===== src/design/level_ctl_pkg.sv =====
// Constants for the level control hold, peak limiter and noise gate block
// Notes on behaviour
// - In normal mode, wait the hold period before gain may rise again.
// - Four-bit hold select: 0 no delay, 1 is 2.67ms, doubling to 1.37s.
// - Hold expiry means a new average level; gain may then rise.
// - Signal above threshold during hold cancels the hold.
// - Input over 87.5% full scale ramps gain down at fastest attack rate.
// - Peak limiter runs whenever level control runs; no own enable.
// - Gate engages when level is below threshold plus PGA and boost gain.
// - While gated, gain is held and never ramps upward; code blocks only decay, attack and limiter steps still lower it.
// - Three-bit gate threshold: -39dB at 0, 6dB lower per step.
// - Gate enable bit, reset 0, switches the noise gate on and off.
// - Gate acts only in normal mode, never in limiter mode.
// - While enabled, gain stays between ceiling and floor; else no limit.
// - Gain outside the range is moved back into range at once.
// - Mode bit: 0 normal, 1 limiter; hold and gate only in normal.
package level_ctl_pkg;
  // Register indices; byte address is four times the index
  localparam logic [5:0] IDX_LEVEL_CONFIG = 6'h20;
  localparam logic [5:0] IDX_HOLD_CONFIG = 6'h21;
  localparam logic [5:0] IDX_RATE_CONFIG = 6'h22;
  localparam logic [5:0] IDX_GATE_CONFIG = 6'h23;
  localparam logic [5:0] IDX_STATUS = 6'h24;
  // Field positions
  localparam int LEVEL_EN_BIT = 8;
  localparam int CEIL_LSB = 3;
  localparam int FLOOR_LSB = 0;
  localparam int HOLD_LSB = 4;
  localparam int MODE_BIT = 8;
  localparam int ATK_LSB = 0;
  localparam int GATE_EN_BIT = 3;
  localparam int GATE_TH_LSB = 0;
  localparam int ST_GATE_BIT = 8;
  localparam int ST_LIM_BIT = 7;
  localparam int ST_HOLD_BIT = 6;
  // Reset values
  localparam logic [2:0] CEIL_RESET = 3'h7;
  localparam logic [2:0] FLOOR_RESET = 3'h0;
  localparam logic [3:0] HOLD_RESET = 4'h0;
  localparam logic [3:0] ATK_RESET = 4'h0;
  localparam logic [2:0] GATE_TH_RESET = 3'h0;
  localparam logic [5:0] GAIN_RESET = 6'h10;
  // Hold: 2.67ms is 128 samples at 48 kHz; largest code is 1010
  localparam int HOLD_UNIT_SAMPLES = 128;
  localparam logic [3:0] HOLD_MAX_SEL = 4'ha;
  // Fastest attack step, 104 us, at 250 MHz
  localparam int CLK_PERIOD_NS = 4;
  localparam int FAST_ATK_NS = 104000;
  localparam int FAST_ATK_CYCLES = FAST_ATK_NS / CLK_PERIOD_NS;
  // Gain code is 0.75dB per step from -12dB; 6dB spans 8 codes
  localparam int GAIN_QDB_OFFSET = -48;
  localparam int GAIN_QDB_STEP = 3;
  localparam int GATE_BASE_DB = 39;
  localparam int GATE_STEP_DB = 6;
endpackage


===== src/design/hold_timer.sv =====
// Hold timer that delays gain increase after the signal drops below target
`timescale 1ns/100ps
module hold_timer (
  input wire logic clk_i,
  input wire logic rst_i,
  input wire logic run_i,
  input wire logic below_i,
  input wire logic tick_i,
  input wire logic [3:0] sel_i,
  output logic holding_o,
  output logic expired_o
);
  typedef enum logic [1:0] {IDLE, HOLDING, EXPIRED} hold_state_type;
  hold_state_type state_reg, state_next;
  logic [19:0] cnt_reg, cnt_next;
  logic [19:0] target;
  logic [3:0] sel_c;

  // Codes above the top value behave as the top value
  always_comb begin
    sel_c = (sel_i > level_ctl_pkg::HOLD_MAX_SEL) ?
      level_ctl_pkg::HOLD_MAX_SEL : sel_i;
    target = (sel_c == 4'h0) ? 20'h00000 :
      20'(level_ctl_pkg::HOLD_UNIT_SAMPLES) << (sel_c - 4'h1);
  end

  // Next state of the hold sequence
  always_comb begin
    state_next = state_reg;
    cnt_next = cnt_reg;
    if (!run_i || !below_i) begin
      state_next = IDLE;
      cnt_next = 20'h00000;
    end else begin
      case (state_reg)
        IDLE: begin
          cnt_next = 20'h00000;
          state_next = (target == 20'h00000) ? EXPIRED : HOLDING;
        end
        HOLDING: begin
          if (tick_i) begin
            cnt_next = cnt_reg + 20'h00001;
          end
          if (cnt_reg >= target) begin
            state_next = EXPIRED;
          end
        end
        default: state_next = EXPIRED;
      endcase
    end
  end

  // State registers
  always_ff @(posedge clk_i) begin
    if (rst_i) begin
      state_reg <= IDLE;
      cnt_reg <= 20'h00000;
    end else begin
      state_reg <= state_next;
      cnt_reg <= cnt_next;
    end
  end

  assign holding_o = (state_reg != EXPIRED);
  assign expired_o = (state_reg == EXPIRED);
endmodule


===== src/design/level_ctl.sv =====
// Hold, peak limiter and noise gate around the PGA gain, Wishbone registers
//
// Register access over Wishbone was decided locally.
`timescale 1ns/100ps
module level_ctl #(
  parameter int FAST_ATK_CYCLES = level_ctl_pkg::FAST_ATK_CYCLES
) (
  input wire logic clk_i,
  input wire logic rst_i,
  input wire logic wb_cyc_i,
  input wire logic wb_stb_i,
  input wire logic wb_we_i,
  input wire logic [7:0] wb_adr_i,
  input wire logic [3:0] wb_sel_i,
  input wire logic [31:0] wb_dat_i,
  output logic [31:0] wb_dat_o,
  output logic wb_ack_o,
  input wire logic sample_tick_i,
  input wire logic below_target_i,
  input wire logic peak_over_i,
  input wire logic [7:0] level_atten_db_i,
  input wire logic [5:0] mic_boost_db_i,
  input wire logic attack_req_i,
  input wire logic decay_req_i,
  input wire logic [5:0] start_gain_i,
  output logic [5:0] pga_gain_o,
  output logic gate_active_o,
  output logic limiter_active_o,
  output logic hold_active_o
);
  // Configuration and status state
  logic en_reg, en_next;
  logic mode_reg, mode_next;
  logic [2:0] ceil_reg, ceil_next;
  logic [2:0] floor_reg, floor_next;
  logic [3:0] hold_reg, hold_next;
  logic [3:0] atk_reg, atk_next;
  logic gate_en_reg, gate_en_next;
  logic [2:0] gate_th_reg, gate_th_next;
  logic ack_reg, ack_next;
  logic [31:0] rdata_reg, rdata_next;
  logic [5:0] gain_reg, gain_next;
  logic gate_reg, gate_next;
  logic lim_reg, lim_next;
  logic [16:0] atk_cnt_reg, atk_cnt_next;
  logic holding, expired, normal_run;
  logic hold_act_next;
  logic [5:0] ceil_code, floor_code;
  logic signed [11:0] gate_rhs, gate_lhs;
  logic decay_ok, lim_tick, req;
  logic [5:0] idx;

  assign idx = wb_adr_i[7:2];
  assign req = wb_cyc_i && wb_stb_i && !ack_reg;
  // Ceiling code 7+8n gives 35.25dB at 111; floor 8n gives -12dB at 000
  assign ceil_code = {ceil_reg, 3'h7};
  assign floor_code = {floor_reg, 3'h0};
  // Hold and gate only matter while running in normal mode
  assign normal_run = en_reg && !mode_reg;

  hold_timer hold_timer_i (
    .clk_i(clk_i),
    .rst_i(rst_i),
    .run_i(normal_run),
    .below_i(below_target_i),
    .tick_i(sample_tick_i),
    .sel_i(hold_reg),
    .holding_o(holding),
    .expired_o(expired)
  );

  // Register writes; byte lanes 0 and 1 carry the nine-bit fields
  always_comb begin
    en_next = en_reg;
    mode_next = mode_reg;
    ceil_next = ceil_reg;
    floor_next = floor_reg;
    hold_next = hold_reg;
    atk_next = atk_reg;
    gate_en_next = gate_en_reg;
    gate_th_next = gate_th_reg;
    if (req && wb_we_i) begin
      if (idx == level_ctl_pkg::IDX_LEVEL_CONFIG) begin
        if (wb_sel_i[1]) begin
          en_next = wb_dat_i[level_ctl_pkg::LEVEL_EN_BIT];
        end
        if (wb_sel_i[0]) begin
          ceil_next = wb_dat_i[level_ctl_pkg::CEIL_LSB +: 3];
          floor_next = wb_dat_i[level_ctl_pkg::FLOOR_LSB +: 3];
        end
      end else if (idx == level_ctl_pkg::IDX_HOLD_CONFIG) begin
        if (wb_sel_i[0]) begin
          hold_next = wb_dat_i[level_ctl_pkg::HOLD_LSB +: 4];
        end
      end else if (idx == level_ctl_pkg::IDX_RATE_CONFIG) begin
        if (wb_sel_i[1]) begin
          mode_next = wb_dat_i[level_ctl_pkg::MODE_BIT];
        end
        if (wb_sel_i[0]) begin
          atk_next = wb_dat_i[level_ctl_pkg::ATK_LSB +: 4];
        end
      end else if (idx == level_ctl_pkg::IDX_GATE_CONFIG) begin
        if (wb_sel_i[0]) begin
          gate_en_next = wb_dat_i[level_ctl_pkg::GATE_EN_BIT];
          gate_th_next = wb_dat_i[level_ctl_pkg::GATE_TH_LSB +: 3];
        end
      end
    end
  end

  // Read data and ack; unmapped words read zero and still ack
  always_comb begin
    ack_next = req;
    rdata_next = 32'h00000000;
    if (req && !wb_we_i) begin
      if (idx == level_ctl_pkg::IDX_LEVEL_CONFIG) begin
        rdata_next[level_ctl_pkg::LEVEL_EN_BIT] = en_reg;
        rdata_next[level_ctl_pkg::CEIL_LSB +: 3] = ceil_reg;
        rdata_next[level_ctl_pkg::FLOOR_LSB +: 3] = floor_reg;
      end else if (idx == level_ctl_pkg::IDX_HOLD_CONFIG) begin
        rdata_next[level_ctl_pkg::HOLD_LSB +: 4] = hold_reg;
      end else if (idx == level_ctl_pkg::IDX_RATE_CONFIG) begin
        rdata_next[level_ctl_pkg::MODE_BIT] = mode_reg;
        rdata_next[level_ctl_pkg::ATK_LSB +: 4] = atk_reg;
      end else if (idx == level_ctl_pkg::IDX_GATE_CONFIG) begin
        rdata_next[level_ctl_pkg::GATE_EN_BIT] = gate_en_reg;
        rdata_next[level_ctl_pkg::GATE_TH_LSB +: 3] = gate_th_reg;
      end else if (idx == level_ctl_pkg::IDX_STATUS) begin
        rdata_next[level_ctl_pkg::ST_GATE_BIT] = gate_reg;
        rdata_next[level_ctl_pkg::ST_LIM_BIT] = lim_reg;
        rdata_next[level_ctl_pkg::ST_HOLD_BIT] = holding && normal_run;
        rdata_next[5:0] = gain_reg;
      end
    end
  end

  // Gate compare in quarter dB: -atten < -(39+6n) + gain + boost
  always_comb begin
    gate_lhs = -($signed({4'h0, level_atten_db_i}) * 12'sd4);
    gate_rhs = 12'(level_ctl_pkg::GAIN_QDB_OFFSET)
      + $signed({6'h00, gain_reg}) * 12'(level_ctl_pkg::GAIN_QDB_STEP)
      + $signed({6'h00, mic_boost_db_i}) * 12'sd4
      - (12'(level_ctl_pkg::GATE_BASE_DB)
      + $signed({9'h000, gate_th_reg})
      * 12'(level_ctl_pkg::GATE_STEP_DB)) * 12'sd4;
    gate_next = normal_run && gate_en_reg
      && (gate_lhs < gate_rhs);
  end

  // Fast attack pacing runs only while the input is over the limit
  always_comb begin
    lim_tick = 1'b0;
    atk_cnt_next = 17'h00000;
    if (en_reg && peak_over_i) begin
      if (atk_cnt_reg >= 17'(FAST_ATK_CYCLES - 1)) begin
        lim_tick = 1'b1;
      end else begin
        atk_cnt_next = atk_cnt_reg + 17'h00001;
      end
    end
    lim_next = en_reg && peak_over_i;
  end

  // Decay needs an expired hold and an open gate in normal mode
  assign decay_ok = mode_reg || (expired && !gate_reg);

  // Hold flag only while running below target in normal mode
  assign hold_act_next = holding && normal_run && below_target_i;

  // Gain steering; range clamp first, then limiter, then attack, then decay
  always_comb begin
    gain_next = gain_reg;
    if (!en_reg) begin
      gain_next = start_gain_i;
    end else if (gain_reg > ceil_code) begin
      gain_next = ceil_code;
    end else if (gain_reg < floor_code) begin
      gain_next = floor_code;
    end else if (peak_over_i) begin
      if (lim_tick && gain_reg > floor_code) begin
        gain_next = gain_reg - 6'h01;
      end
    end else if (attack_req_i) begin
      if (gain_reg > floor_code) begin
        gain_next = gain_reg - 6'h01;
      end
    end else if (decay_req_i && decay_ok) begin
      if (gain_reg < ceil_code) begin
        gain_next = gain_reg + 6'h01;
      end
    end
  end

  // All state registers
  always_ff @(posedge clk_i) begin
    if (rst_i) begin
      en_reg <= 1'b0;
      mode_reg <= 1'b0;
      ceil_reg <= level_ctl_pkg::CEIL_RESET;
      floor_reg <= level_ctl_pkg::FLOOR_RESET;
      hold_reg <= level_ctl_pkg::HOLD_RESET;
      atk_reg <= level_ctl_pkg::ATK_RESET;
      gate_en_reg <= 1'b0;
      gate_th_reg <= level_ctl_pkg::GATE_TH_RESET;
      ack_reg <= 1'b0;
      rdata_reg <= 32'h00000000;
      gain_reg <= level_ctl_pkg::GAIN_RESET;
      gate_reg <= 1'b0;
      lim_reg <= 1'b0;
      atk_cnt_reg <= 17'h00000;
      hold_active_o <= 1'b0;
    end else begin
      en_reg <= en_next;
      mode_reg <= mode_next;
      ceil_reg <= ceil_next;
      floor_reg <= floor_next;
      hold_reg <= hold_next;
      atk_reg <= atk_next;
      gate_en_reg <= gate_en_next;
      gate_th_reg <= gate_th_next;
      ack_reg <= ack_next;
      rdata_reg <= rdata_next;
      gain_reg <= gain_next;
      gate_reg <= gate_next;
      lim_reg <= lim_next;
      atk_cnt_reg <= atk_cnt_next;
      hold_active_o <= hold_act_next;
    end
  end

  // Outputs straight from flops
  assign wb_ack_o = ack_reg;
  assign wb_dat_o = rdata_reg;
  assign pga_gain_o = gain_reg;
  assign gate_active_o = gate_reg;
  assign limiter_active_o = lim_reg;

  // Checks
  a_ack_one_cycle: assert property (@(posedge clk_i) disable iff (rst_i)
    wb_ack_o |=> !wb_ack_o) else $error("ack longer than one cycle");
  a_ack_after_req: assert property (@(posedge clk_i) disable iff (rst_i)
    (wb_cyc_i && wb_stb_i && !wb_ack_o) |=> wb_ack_o)
    else $error("no ack one cycle after request");
  a_gain_to_ceiling: assert property (@(posedge clk_i) disable iff (rst_i)
    (en_reg && gain_reg > ceil_code) |=> gain_reg == $past(ceil_code))
    else $error("gain not pulled to ceiling");
  a_gain_to_floor: assert property (@(posedge clk_i) disable iff (rst_i)
    (en_reg && gain_reg < floor_code) |=> gain_reg == $past(floor_code))
    else $error("gain not pulled to floor");
  a_gate_no_rise: assert property (@(posedge clk_i) disable iff (rst_i)
    (en_reg && gate_reg && !mode_reg && gain_reg >= floor_code)
    |=> gain_reg <= $past(gain_reg))
    else $error("gain rose while gated");
  a_limiter_step: assert property (@(posedge clk_i) disable iff (rst_i)
    (lim_tick && gain_reg > floor_code && gain_reg <= ceil_code)
    |=> gain_reg == $past(gain_reg) - 6'h01)
    else $error("limiter did not step gain down");
  a_limiter_wins: assert property (@(posedge clk_i) disable iff (rst_i)
    (en_reg && peak_over_i && gain_reg >= floor_code)
    |=> gain_reg <= $past(gain_reg))
    else $error("gain rose above clip limit");
  a_hold_no_rise: assert property (@(posedge clk_i) disable iff (rst_i)
    (normal_run && holding && gain_reg >= floor_code
    && gain_reg <= ceil_code) |=> gain_reg <= $past(gain_reg))
    else $error("gain rose during hold");
  a_gate_mode_off: assert property (@(posedge clk_i) disable iff (rst_i)
    (mode_reg || !gate_en_reg) |=> !gate_reg)
    else $error("gate active in limiter mode or disabled");
  a_hold_cancel: assert property (@(posedge clk_i) disable iff (rst_i)
    !below_target_i |=> !hold_active_o)
    else $error("hold not cancelled");
  c_limiter: cover property (@(posedge clk_i) lim_tick);
  c_gate: cover property (@(posedge clk_i) gate_reg);
  c_hold_expire: cover property (@(posedge clk_i) normal_run && expired
    && decay_req_i);
endmodule


===== config.mk =====
export PLATFORM = sky130hd
export DESIGN_NAME = level_ctl
export DESIGN_NICKNAME = d
export VERILOG_FILES = /design/src/design/level_ctl_pkg.sv /design/src/design/hold_timer.sv /design/src/design/level_ctl.sv
export SDC_FILE = /design/constraint.sdc
export NUM_CORES = 1
export LEC_CHECK = 0
export ABC_AREA = 1
export BUFFER_PORTS_ARGS = -buffer_cell sky130_fd_sc_hd__buf_4
export CAP_MARGIN = 20
export CORE_UTILIZATION = 49
export CTS_CLUSTER_SIZE = 16
export DETAILED_ROUTE_END_ITERATION = 10
export GPL_TIMING_DRIVEN = 0
export PLACE_DENSITY = 0.81
export SLEW_MARGIN = 20
export SYNTH_ARGS = -nofsm -noshare
export SYNTH_HDL_FRONTEND = slang
export SYNTH_SLANG_ARGS = --single-unit

===== constraint.sdc =====
create_clock -name clk_i -period 5.3 [get_ports clk_i]
set_input_delay 0.265 -clock clk_i [delete_from_list [all_inputs] [get_ports clk_i]]
set_output_delay 0.265 -clock clk_i [all_outputs]
set_load 0.05 [all_outputs]

# Word-level counts from Yosys, hierarchy flattened
# Cells that the tools add are included.
# totals
in_bits	74
out_inout_bits	42
elab_cells	125
register_bits	101
# op_classes
addsub	10
n_mul	2
shift	1
bitwise_logic	5
reduce_logical	37
n_lt_le_gt_ge	8
eq_ne	14
n_mux	29
# op_table
op	count
6-bit 2-to-1 mux	10
20-bit 2-to-1 mux	2
20-bit case mux with 2 select lines	1
6-bit equality test (second input constant)	5
4-bit 2-to-1 mux	6
20-bit by 1-bit adder with 20-bit output (second input constant)	1
20-bit >= comparator	1
20-bit zero test	1
8-bit by 4-bit left shift with 20-bit output (first input constant)	1
6-bit by 3-bit != test with 1-bit output (second input constant)	3
17-bit by 1-bit adder with 17-bit output (second input constant)	1
17-bit by 15-bit >= comparator with 1-bit output (second input constant)	1
1-bit logical AND	13
6-bit > comparator	2
12-bit less-than comparator	1
6-bit less-than comparator	2
10-bit negation with 12-bit output	1
11-bit by 10-bit subtractor with 12-bit output	1
10-bit by 9-bit adder with 11-bit output	1
7-bit by 9-bit adder with 10-bit output (first input constant)	1
5-bit AND reduction	2
9-bit 2-to-1 mux	1
6-bit by 2-bit multiplier with 8-bit output (second input constant)	1
4-bit AND reduction	2
other kinds (26)	45

# Depth between registers and ports, before layout
# Gate-level depths: netlist of the first run.
# depth
ltp_word	10
mapped_depth	23

# Cells and area by module
# Synthesis of the first run repeated with hierarchy kept, for this count alone.
# unflattened
hier_cells	893
area_unflattened_um2	6202.2
# by_module_without_submodules
module	area_each_um2	cells_per_inst	instances
level_ctl	4628.2	651	1
hold_timer	1574.0	242	1

# Least setup slack after synthesis of the first run
# No wires, ideal clock.
# synth_path
path_kind	flip-flop to flip-flop
start	register gain_reg[2], in the netlist pga_gain_o[2]
end	register gate_reg, in the netlist gate_active_o
n_path_buf	0
arrival_time_ps	4275
path_stages_with_launch	23
path_slack_ps	902
t_required_ps	5177
setup_ps	123
path_cell_list	dfxtp_1 inv_1 ha_1 nand3_1 and2_1 xnor2_1 fa_1 inv_1 ha_1 ha_1 a21oi_1 o21ai_0 nand2_1 nand2_1 a21o_1 a21oi_1 o21ai_0 ha_1 nand2_1 nor2_1 nand3_1 o2111ai_1 a21oi_1
# synth_between
elab_chain_cells	6
# synth_rtl
element	line	source
start: declaration	level_ctl.sv:42	logic [5:0] gain_reg, gain_next;
start signal: assignment	level_ctl.sv:207	gain_reg <= level_ctl_pkg::GAIN_RESET;
start signal: assignment	level_ctl.sv:223	gain_reg <= gain_next;
6-bit by 2-bit multiplier with 8-bit output	level_ctl.sv:141	+ $signed({6'h00, gain_reg}) * 12'(level_ctl_pkg::GAIN_QDB_STEP)
7-bit by 9-bit adder with 10-bit output	level_ctl.sv:141	
10-bit by 9-bit adder with 11-bit output	level_ctl.sv:142	+ $signed({6'h00, mic_boost_db_i}) * 12'sd4
11-bit by 10-bit subtractor with 12-bit output	level_ctl.sv:143	- (12'(level_ctl_pkg::GATE_BASE_DB)
12-bit less-than comparator	level_ctl.sv:147	&& (gate_lhs < gate_rhs);
1-bit logical AND	level_ctl.sv:147	
end signal: assignment	level_ctl.sv:224	gate_reg <= gate_next;
end: declaration	level_ctl.sv:43	logic gate_reg, gate_next;
# Every way passes these cells.
# A chain may end at the register's enable or synchronous reset.

# Worst setup path in the final report of the first run
# layout_path
start	register gain_reg[4], in the netlist pga_gain_o[4]
end	register gate_reg, in the netlist gate_active_o
# The elaborated chain is that of the path after synthesis.

==> impl_metrics.tcl, run 1 <==
set metrics [dict create \
    outcome "finished, final reports clean" \
    hold_violations 0 \
    ff_latch_area_um2 1560 \
    layout_min_cycle_time_ns 4.51 \
    rsz0062_at_grt "false" \
    clk_pin_slew_ns 0.06 \
    cts_buffers 9 \
    cts_buffer_depth 2 \
    drv_slew 0 \
    n_antenna_cell 0 \
    leakage_nw 3.41 \
    multi_input_area_um2 3860 \
    area_delta_synth_final_pct 17.7 \
    port_buffers 65 \
    initial_core_util_pct 50.3 \
    worst_pin_slew_ns 0.529 \
    synth_area_leaders "dfxtp_1 26%, ha_1 14%, nand2_1 10%" \
    clock-root-buffer "clkbuf_16" \
    post-synth-top-area-fraction_pct 25.8 \
    numClockSinks 78 \
    finalNonFillerCells 1114 \
    hp-class "input pin to flop" \
    powerDensity_nw_per_um2 227 \
    setup_ws_ns 0.794 \
    boundaryPins 116 \
    dp.cells 1098 \
    finalSetupTns_ns 0 \
    first_global_vias 5094 \
    grt_max_degree 13 \
    irDropWorstVdd_uv 137 \
    finalCritPeriodShare_pct 85.0 \
    yosys_warnings 0 \
    post_cts_buffers 0 \
    insertion_delay_ns 0.35 \
    nets 1111 \
    wl_mm 13.6 \
    drv_cap 0 \
    cp-end-kind "flop" \
    hpwl_mm 10.8 \
    yosysSeqAreaShare_pct 25.8 \
    dieArea_um2 12800 \
    setup_viol 0 \
    firstDrtPassIters 6 \
    die_w_um 113 \
    overflow 0 \
    die_y_um 113 \
    netlist_area_um2 6040 \
    crit_path_start_kind "flop" \
    fmax_mhz 222 \
    cts_tree "done" \
    wl_per_cell_um 12.2 \
    cts_hold_buffers 0 \
    layout-drive-gt1-share_pct 15.7 \
    worst_slew_margin_rel_pct 64.3 \
    place_ws_ns 0.858 \
    core_um2 12000 \
    largest_reg_flops 20 \
    fp-row-count 40 \
    avgSynthCellArea_um2 7.03 \
    antenna_left 0 \
    htree_num_levels 3 \
    postSynthCellCount 860 \
    final_core_util_pct 59.2 \
    yosysTopAreaCell "dfxtp_1" \
    drt_iter0_drc 383 \
    path_max_fanout 9 \
    grt_usage_pct 22.4 \
    viasPerCell 5.12 \
    ctsResizeCount 0 \
    grt_antenna_before_repair 0 \
    yosysUniqueCellTypes 50 \
    fin_skew_ns 0.00589 \
    ys_ff_latch 78 \
    dr_total_vias 5703 \
    n_fill_cell 1146 \
    critical_path_required_ns 5.53 \
    path_class "flop to flop" \
    grt_pass1_wl_mm 22.9 \
    drc 0 \
    gp_congestion 0.878 \
    arrival_ns 4.74 \
]
[metal layers]
| metal | global-route usage [%] | up-vias | part of all wire (%) |
|---|---|---|---|
| met3 | 3.91 | 22 | 5.7 |
| met5 | 0 | - | 0 |
| met1 | 30.0 | 2568 | 48 |
| met2 | 36.6 | 167 | 45 |
| met4 | 7.19 | 0 | 1.7 |
| li1 | - | 2946 | - |
[layout make-up]
type	count	area share [%]
buffer	29	2.87
clock buffer	13	3.66
clock inverter	3	0.598
inverter	136	7.17
multi-input combinational	643	54.3
sequential	78	21.9
tap	147	2.58
timing repair buffer	65	6.86
[cell usage after synthesis (all sizes together)]
cell / count
a21boi: 3
o21ai: 39
a31oi: 1
nand4: 18
o311ai: 1
a41oi: 4
conb: 2
a21oi: 57
o2111ai: 1
xor2: 18
a211oi: 6
ha: 67
dfxtp: 78
a21o: 1
nand3: 48
and2: 2
o22ai: 5
o31ai: 2
xnor2: 8
nand2: 180
o21a: 1
o211a: 1
or2: 6
o21bai: 1
nand3b: 1
o211ai: 4
o221ai: 1
fa: 8
nor2: 99
inv: 136
nor3: 28
buf: 29
nor3b: 4
[where the power goes]
group | switching, W | total [W] | internal [W] | leakage (nW)
clock network | 0.000249 | 0.000639 | 0.000390 | 0.146
registers | 0.00000808 | 0.000598 | 0.000590 | 0.631
logic | 0.000224 | 0.000378 | 0.000154 | 2.63
total | 0.000481 | 0.00162 | 0.00113 | 3.41
[cells by family after synthesis]
| kind of cell | share of synthesized area (%) |
|---|---|
| buffers and inverters | 11.8 |
| DFF | 25.8 |
| other | 0.124 |
| xor gates and xnor gates | 3.77 |
| AOI/OAI and AO/OA | 12.4 |
| adders and majority gates | 16.5 |
| and+or+nand+nor | 29.6 |
[worst paths after layout]
kind                                                             from                                    end  slack (ns)  cells past startpoint
worst max-delay path                       pga_gain_o[4]$_SDFFE_PP1P_               gate_active_o$_SDFF_PP0_        0.79                     22
worst min-delay path                                            rst_i                    wb_ack_o$_SDFF_PP0_        0.14                      2
worst max register to register             pga_gain_o[4]$_SDFFE_PP1P_               gate_active_o$_SDFF_PP0_        0.79                     22
worst min register to register  hold_timer_i.cnt_reg[19]$_SDFFE_PP0P_  hold_timer_i.cnt_reg[19]$_SDFFE_PP0P_        0.47                      2
[layout by cell type, fill, tap and decap left out, types with 3 or more instances in the layout]
cell type  instances
ha_1              67
o211ai_1           4
nand2_2            9
inv_1            133
a21oi_1           56
xor2_1            18
o21ai_0           33
a41oi_1            4
buf_4             89
nor3_1            25
dfxtp_1           78
conb_1            28
nand4_1           15
nand3_1           47
nand4_2            3
fa_1               8
buf_2              4
xnor2_1            8
nor2_2            11
nor2_1            84
or2_2              5
nor3b_1            4
inv_2              3
o21ai_1            5
o22ai_1            5
nand2_1          169
a211oi_1           6
nor2_4             4
clkbuf_16          9
[critical path: stages (launching register included)]
cell       delay (ns)
dfxtp_1          0.57
inv_1            0.25
ha_1             0.41
nand3_1          0.08
and2_1           0.18
xnor2_1          0.14
fa_1             0.48
inv_1            0.04
ha_1             0.28
ha_1             0.37
a21oi_1          0.16
o21ai_0          0.14
nand2_1          0.09
nand2_1          0.05
a21o_1           0.17
a21oi_1          0.12
o21ai_0          0.09
ha_1             0.28
nand2_1          0.06
nor2_1           0.12
nand3_1          0.10
o2111ai_1        0.11
a21oi_1          0.09
[metrics by stage]
stage | instance area (um2) | total power (W) | hold WS, ns
after global placement | 6810 | 0.000977 | 0.457
after CTS | 7120 | 0.00162 | 0.133
final | 7120 | 0.00162 | 0.136
after floorplan | 6140 | 0.000898 | 0.349
after global routing | 7120 | 0.00170 | 0.144
after detailed placement | 6810 | 0.000990 | 0.463
Power figures use the tool's default switching activity.
==> run 2, diff against run 1 <==
BUFFER_PORTS_ARGS = not set   (was -buffer_cell sky130_fd_sc_hd__buf_4)
DONT_BUFFER_PORTS = 1   (was not set)
PLACE_DENSITY = 0.73   (was 0.81)
==> run 2 against run 1 <==
Routed wire length shrank 0.37%. Clock power up 5.8%. Sequential power rose by 2%. Critical path type unchanged. Critical endpoint unchanged.
==> impl_metrics.tcl, run 2 (synthesis gave the netlist of run 1 again) <==
set metrics [dict create \
    cp-end-kind "flop" \
    worst_slew_margin_rel_pct 47.5 \
    drv_cap 0 \
    initial_core_util_pct 50.3 \
    leakage_nw 3.10 \
    insertion_delay_ns 0.35 \
    grt_antenna_before_repair 0 \
    wl_mm 13.6 \
    crit_path_start_kind "flop" \
    wl_per_cell_um 12.9 \
    nets 1047 \
    rrSetupSlack_ns 0.44 \
    critical_path_required_ns 5.53 \
    first_global_vias 4769 \
    final_cell_mix "169 x nand2_1, 133 x inv_1, 84 x nor2_1, 76 x dfxtp_1, 67 x ha_1" \
    gp_congestion 0.845 \
    port_buffers 0 \
    area_delta_synth_final_pct 10.2 \
    setup_viol 0 \
    hold_depth 1 \
    path_max_fanout 7 \
    powerDensity_nw_per_um2 243 \
    grt_max_degree 14 \
    rsz0062_at_grt "false" \
    layout_min_cycle_time_ns 4.86 \
    drt_iter0_drc 339 \
    final_area_um2 6660 \
    layout-drive-gt1-share_pct 10.1 \
    dr_total_vias 5401 \
    drc 0 \
    htree_num_levels 3 \
    final_common_cell "nand2_1" \
    boundaryPins 116 \
    fp-row-count 40 \
    n_antenna_cell 0 \
    placed_area_um2 6320 \
    fmax_mhz 206 \
    outcome "finished, final reports clean" \
    reg2reg_to "gate_active_o$_SDFF_PP0_" \
    firstDrtPassIters 5 \
    drv_slew 0 \
    hp-class "input pin to flop" \
    worstRegToRegCells 22 \
    die_w_um 113 \
    n_fill_cell 1170 \
    cts_buffers 9 \
    die_y_um 113 \
    grt_pass1_wl_mm 22.7 \
    cts_tree "done" \
    cts_buffer_depth 2 \
    finalSetupTns_ns 0 \
    antenna_left 0 \
    arrival_ns 5.09 \
    largest_reg_flops 20 \
    dieArea_um2 12800 \
    post_cts_buffers 0 \
    hold_violations 0 \
    numClockSinks 78 \
    grt_usage_pct 22.5 \
    finalCritPeriodShare_pct 91.7 \
    reg2reg_from "pga_gain_o[3]$_SDFFE_PP0P_" \
    hpwl_mm 10.8 \
    core_um2 12000 \
    clock-root-buffer "clkbuf_16" \
    path_class "flop to flop" \
    clk_pin_slew_ns 0.06 \
    hp-start "rst_i" \
    worst_pin_slew_ns 0.786 \
    viasPerCell 5.14 \
    irDropWorstVdd_uv 196 \
    overflow 0 \
    whs_endpoint "limiter_active_o$_SDFF_PP0_" \
    fin_skew_ns 0.00796 \
]
[run 2: changes by cell type in the layout (fill, tap and decap cells not counted), sizes merged]
cell,previous run,this run
buf,94,29
clkinv,1,2
clkinvlp,1,2
dlygate4sd3,0,1
clkbuf,13,10
bufinv,1,2
[run 2: stage by stage]
stage	utilization (%)	hold slack, ns	instances	worst slack (ns)	power, W
floorplan	-	0.349	886	0.902	0.000898
global placement	52.7	0.359	1033	0.362	0.000946
detailed placement	52.7	0.361	1033	0.360	0.000952
CTS	55.4	0.0223	1050	0.336	0.00163
global route	55.5	0.0252	1050	0.0646	0.00171
finish	55.5	0.0318	1050	0.441	0.00162
[run 2: worst max-delay path, cell delays in order (launching register included)]
cell	delay [ns]
dfxtp_1	0.81
inv_1	0.32
ha_1	0.44
nand3_1	0.09
and2_1	0.18
xnor2_1	0.14
fa_1	0.48
inv_1	0.04
ha_1	0.29
ha_1	0.36
a21oi_1	0.15
o21ai_0	0.14
nand2_1	0.09
nand2_1	0.05
a21o_1	0.18
a21oi_1	0.12
o21ai_0	0.10
ha_1	0.28
nand2_1	0.06
nor2_1	0.13
nand3_1	0.10
o2111ai_1	0.10
a21oi_1	0.08
[run 2: power breakdown]
group / leakage (nW) / internal, W / switching [W]
Clock: 0.154 / 0.000423 / 0.000252
Combinational: 2.32 / 0.000129 / 0.000202
Sequential: 0.631 / 0.000590 / 0.0000186
[run 2: cell type report]
class	count	area, um2	share of cell area [%]
inverters	136	510	7.66
plain buffers	29	204	3.06
clock buffers	10	239	3.59
repair buffers	1	10.0	0.150
clock inverters	6	85.1	1.28
multi-input cells	643	3860	58.0
well taps	147	184	2.76
flip-flops and latches	78	1560	23.5
[run 2: worst max-delay path by stage]
stage	endpoint	depth (start not counted)	slack [ns]	from
after global placement	gate_active_o$_SDFF_PP0_	22	0.36	pga_gain_o[2]$_SDFFE_PP0P_
after CTS	gate_active_o$_SDFF_PP0_	22	0.34	pga_gain_o[2]$_SDFFE_PP0P_
final	gate_active_o$_SDFF_PP0_	22	0.44	pga_gain_o[3]$_SDFFE_PP0P_
after floorplan	gate_active_o$_SDFF_PP0_	22	0.90	pga_gain_o[2]$_SDFFE_PP0P_
after global routing	gate_active_o$_SDFF_PP0_	22	0.06	pga_gain_o[3]$_SDFFE_PP0P_
after detailed placement	gate_active_o$_SDFF_PP0_	22	0.36	pga_gain_o[2]$_SDFFE_PP0P_
[run 2: routing by layer]
layer | routed length (um) | track usage (%)
met3 | 785 | 5.36
met4 | 187 | 6.58
met1 | 6550 | 30.9
met5 | 0 | 0
met2 | 6060 | 35.3
[run 2: what timing repair did]
action | in CTS | in global routing
setup endpoints to repair | 0 | 1
resized for setup | 0 | 2
hold endpoints to repair | 1 | 0
hold buffers | 1 | 0
==> run 3, diff against run 2 <==
CORE_UTILIZATION = 40   (was 49)
PLACE_DENSITY = 0.63   (was 0.73)
==> run 3 against run 2 <==
The flow now finishes with violations (DRC). Register-to-register slack about the same. Critical path depth unchanged. Power decreased by 3.5%. Sequential cell count unchanged. Worst setup slack improved by 0.010 ns. Critical path type unchanged. Critical endpoint unchanged. Largest cell class unchanged. Largest power group unchanged.
==> impl_metrics.tcl, run 3 (synthesis gave the netlist of run 1 again) <==
set metrics [dict create \
    reg2reg_from "pga_gain_o[3]$_SDFFE_PP0P_" \
    final_cell_mix "169 x nand2_1, 133 x inv_1, 84 x nor2_1, 76 x dfxtp_1, 67 x ha_1" \
    p_sw_w 0.000467 \
    numClockSinks 78 \
    fmax_mhz 206 \
    rrSetupSlack_ns 0.45 \
    htree_num_levels 3 \
    gp_congestion 0.814 \
    use_met3_pct 4.51 \
    leakage_nw 3.09 \
    placed_area_um2 6370 \
    finalSetupTns_ns 0 \
    n_antenna_cell 0 \
    final_area_um2 6670 \
    port_buffers 0 \
    core_um2 14600 \
    finalCritPeriodShare_pct 91.5 \
    grt_antenna_before_repair 0 \
    cts_buffer_depth 2 \
    whs_endpoint "limiter_active_o$_SDFF_PP0_" \
    met1_usage_pct 24.9 \
    hp-start "rst_i" \
    reg2reg_to "gate_active_o$_SDFF_PP0_" \
    dr_total_vias 5345 \
    boundaryPins 116 \
    n_fill_cell 1509 \
    clock-root-buffer "clkbuf_16" \
    pwr-share-comb_pct 21.1 \
    drt_iter0_drc 326 \
    viasPerCell 4.92 \
    fp-row-count 44 \
    antenna_left 0 \
    cts_tree "done" \
    post_cts_buffers 0 \
    hp-class "input pin to flop" \
    whs_ns 0.0265 \
    overflow 0 \
    hold_violations 0 \
    irDropWorstVdd_uv 173 \
    drv_cap 0 \
    violations "DRC" \
    pwr-share-seq_pct 39.1 \
    die_y_um 125 \
    wl_mm 13.8 \
    rsz0062_at_grt "false" \
    cts_buffers 9 \
    clk_pin_slew_ns 0.06 \
    crit_path_start_kind "flop" \
    setup_viol 0 \
    initial_core_util_pct 41.3 \
    hpwl_mm 11.2 \
    cp-end-kind "flop" \
    wl_per_cell_um 12.7 \
    outcome "finished with violations" \
    fin_skew_ns 0.00661 \
    dieArea_um2 15600 \
    nets 1047 \
    largest_reg_flops 20 \
    grt_max_degree 13 \
    grt_pass1_wl_mm 23.0 \
    hold_depth 1 \
    worstRegToRegCells 22 \
    die_w_um 125 \
    insertion_delay_ns 0.35 \
    layout_min_cycle_time_ns 4.85 \
    worst_slew_margin_rel_pct 47.0 \
    first_global_vias 4772 \
    grt_usage_pct 18.5 \
    intPower_w 0.00109 \
    final_common_cell "nand2_1" \
    powerDensity_nw_per_um2 234 \
    layout-drive-gt1-share_pct 9.87 \
    arrival_ns 5.08 \
    path_max_fanout 7 \
    critical_path_required_ns 5.53 \
    grt.busiest_layer "met2" \
    worst_pin_slew_ns 0.794 \
    drv_slew 0 \
    p_clk_share_pct 39.8 \
    switching_share_pct 30.0 \
    drc 8 \
    firstDrtPassIters 8 \
    area_delta_synth_final_pct 10.4 \
    path_class "flop to flop" \
    grt_use_met2_pct 28.7 \
]
==> run 3: cell count changes in the layout (fill, tap and decap cells not counted), sizes merged <==
| cell | change |
|---|---|
| bufinv | -1 |
| clkinvlp | -1 |
| clkbuf | +1 |
==> run 3: critical path: stages, from the launching register on <==
cell,delay [ns]
dfxtp_1,0.82
inv_1,0.31
ha_1,0.44
nand3_1,0.09
and2_1,0.18
xnor2_1,0.14
fa_1,0.48
inv_1,0.04
ha_1,0.28
ha_1,0.36
a21oi_1,0.16
o21ai_0,0.14
nand2_1,0.09
nand2_1,0.05
a21o_1,0.17
a21oi_1,0.13
o21ai_0,0.10
ha_1,0.28
nand2_1,0.06
nor2_1,0.13
nand3_1,0.09
o2111ai_1,0.11
a21oi_1,0.09
==> run 3: what timing repair did <==
item / in CTS / in global routing
endpoints found under the hold margin: 1 / 0
gates resized for setup: 0 / 2
hold buffers: 1 / 0
setup endpoints to repair: 0 / 1
==> run 3: final cells by class <==
type	count	area (um2)	share of cell area, %
Multi-Input combinational cell	643	3860	57.9
Clock buffer	11	243	3.64
Tap cell	184	230	3.45
Timing Repair Buffer	1	10.0	0.150
Clock inverter	4	47.5	0.712
Inverter	136	510	7.65
Sequential cell	78	1560	23.4
Buffer	29	204	3.06
==> run 3: worst max path at each step <==
stage,to,from,slack (ns),cells after the start
after global placement,gate_active_o$_SDFF_PP0_,pga_gain_o[2]$_SDFFE_PP0P_,0.33,22
after CTS,gate_active_o$_SDFF_PP0_,pga_gain_o[2]$_SDFFE_PP0P_,0.28,22
final,gate_active_o$_SDFF_PP0_,pga_gain_o[3]$_SDFFE_PP0P_,0.45,22
after global routing,gate_active_o$_SDFF_PP0_,pga_gain_o[3]$_SDFFE_PP0P_,0.04,19
after detailed placement,gate_active_o$_SDFF_PP0_,pga_gain_o[2]$_SDFFE_PP0P_,0.30,22
after floorplan,gate_active_o$_SDFF_PP0_,pga_gain_o[2]$_SDFFE_PP0P_,0.90,22
==> run 3: power by group through the flow <==
stage	clock network (W)	logic, W	registers (W)
after floorplan	0	0.000280	0.000618
after global placement	0	0.000328	0.000622
after detailed placement	0	0.000331	0.000622
after CTS	0.000629	0.000334	0.000609
after global routing	0.000659	0.000382	0.000609
final	0.000620	0.000330	0.000609
==> run 3: metrics by stage <==
step / utilization [%] / total power, W / setup slack, ns / instances
5_1_grt: 45.6 / 0.00165 / 0.0434 / 1086
4_1_cts: 45.6 / 0.00157 / 0.278 / 1086
2_1_floorplan: - / 0.000898 / 0.902 / 886
3_5_place_dp: 43.5 / 0.000953 / 0.301 / 1070
6_report: 45.6 / 0.00156 / 0.451 / 1086
3_3_place_gp: 43.5 / 0.000950 / 0.330 / 1070
==> run 3: routing by layer <==
metal | wire (um) | vias to the layer above | share of wire (%)
met5 | 0 | - | 0
li1 | - | 2822 | -
met4 | 260 | 0 | 1.9
met1 | 6770 | 2383 | 49
met3 | 796 | 19 | 5.7
met2 | 6020 | 121 | 43
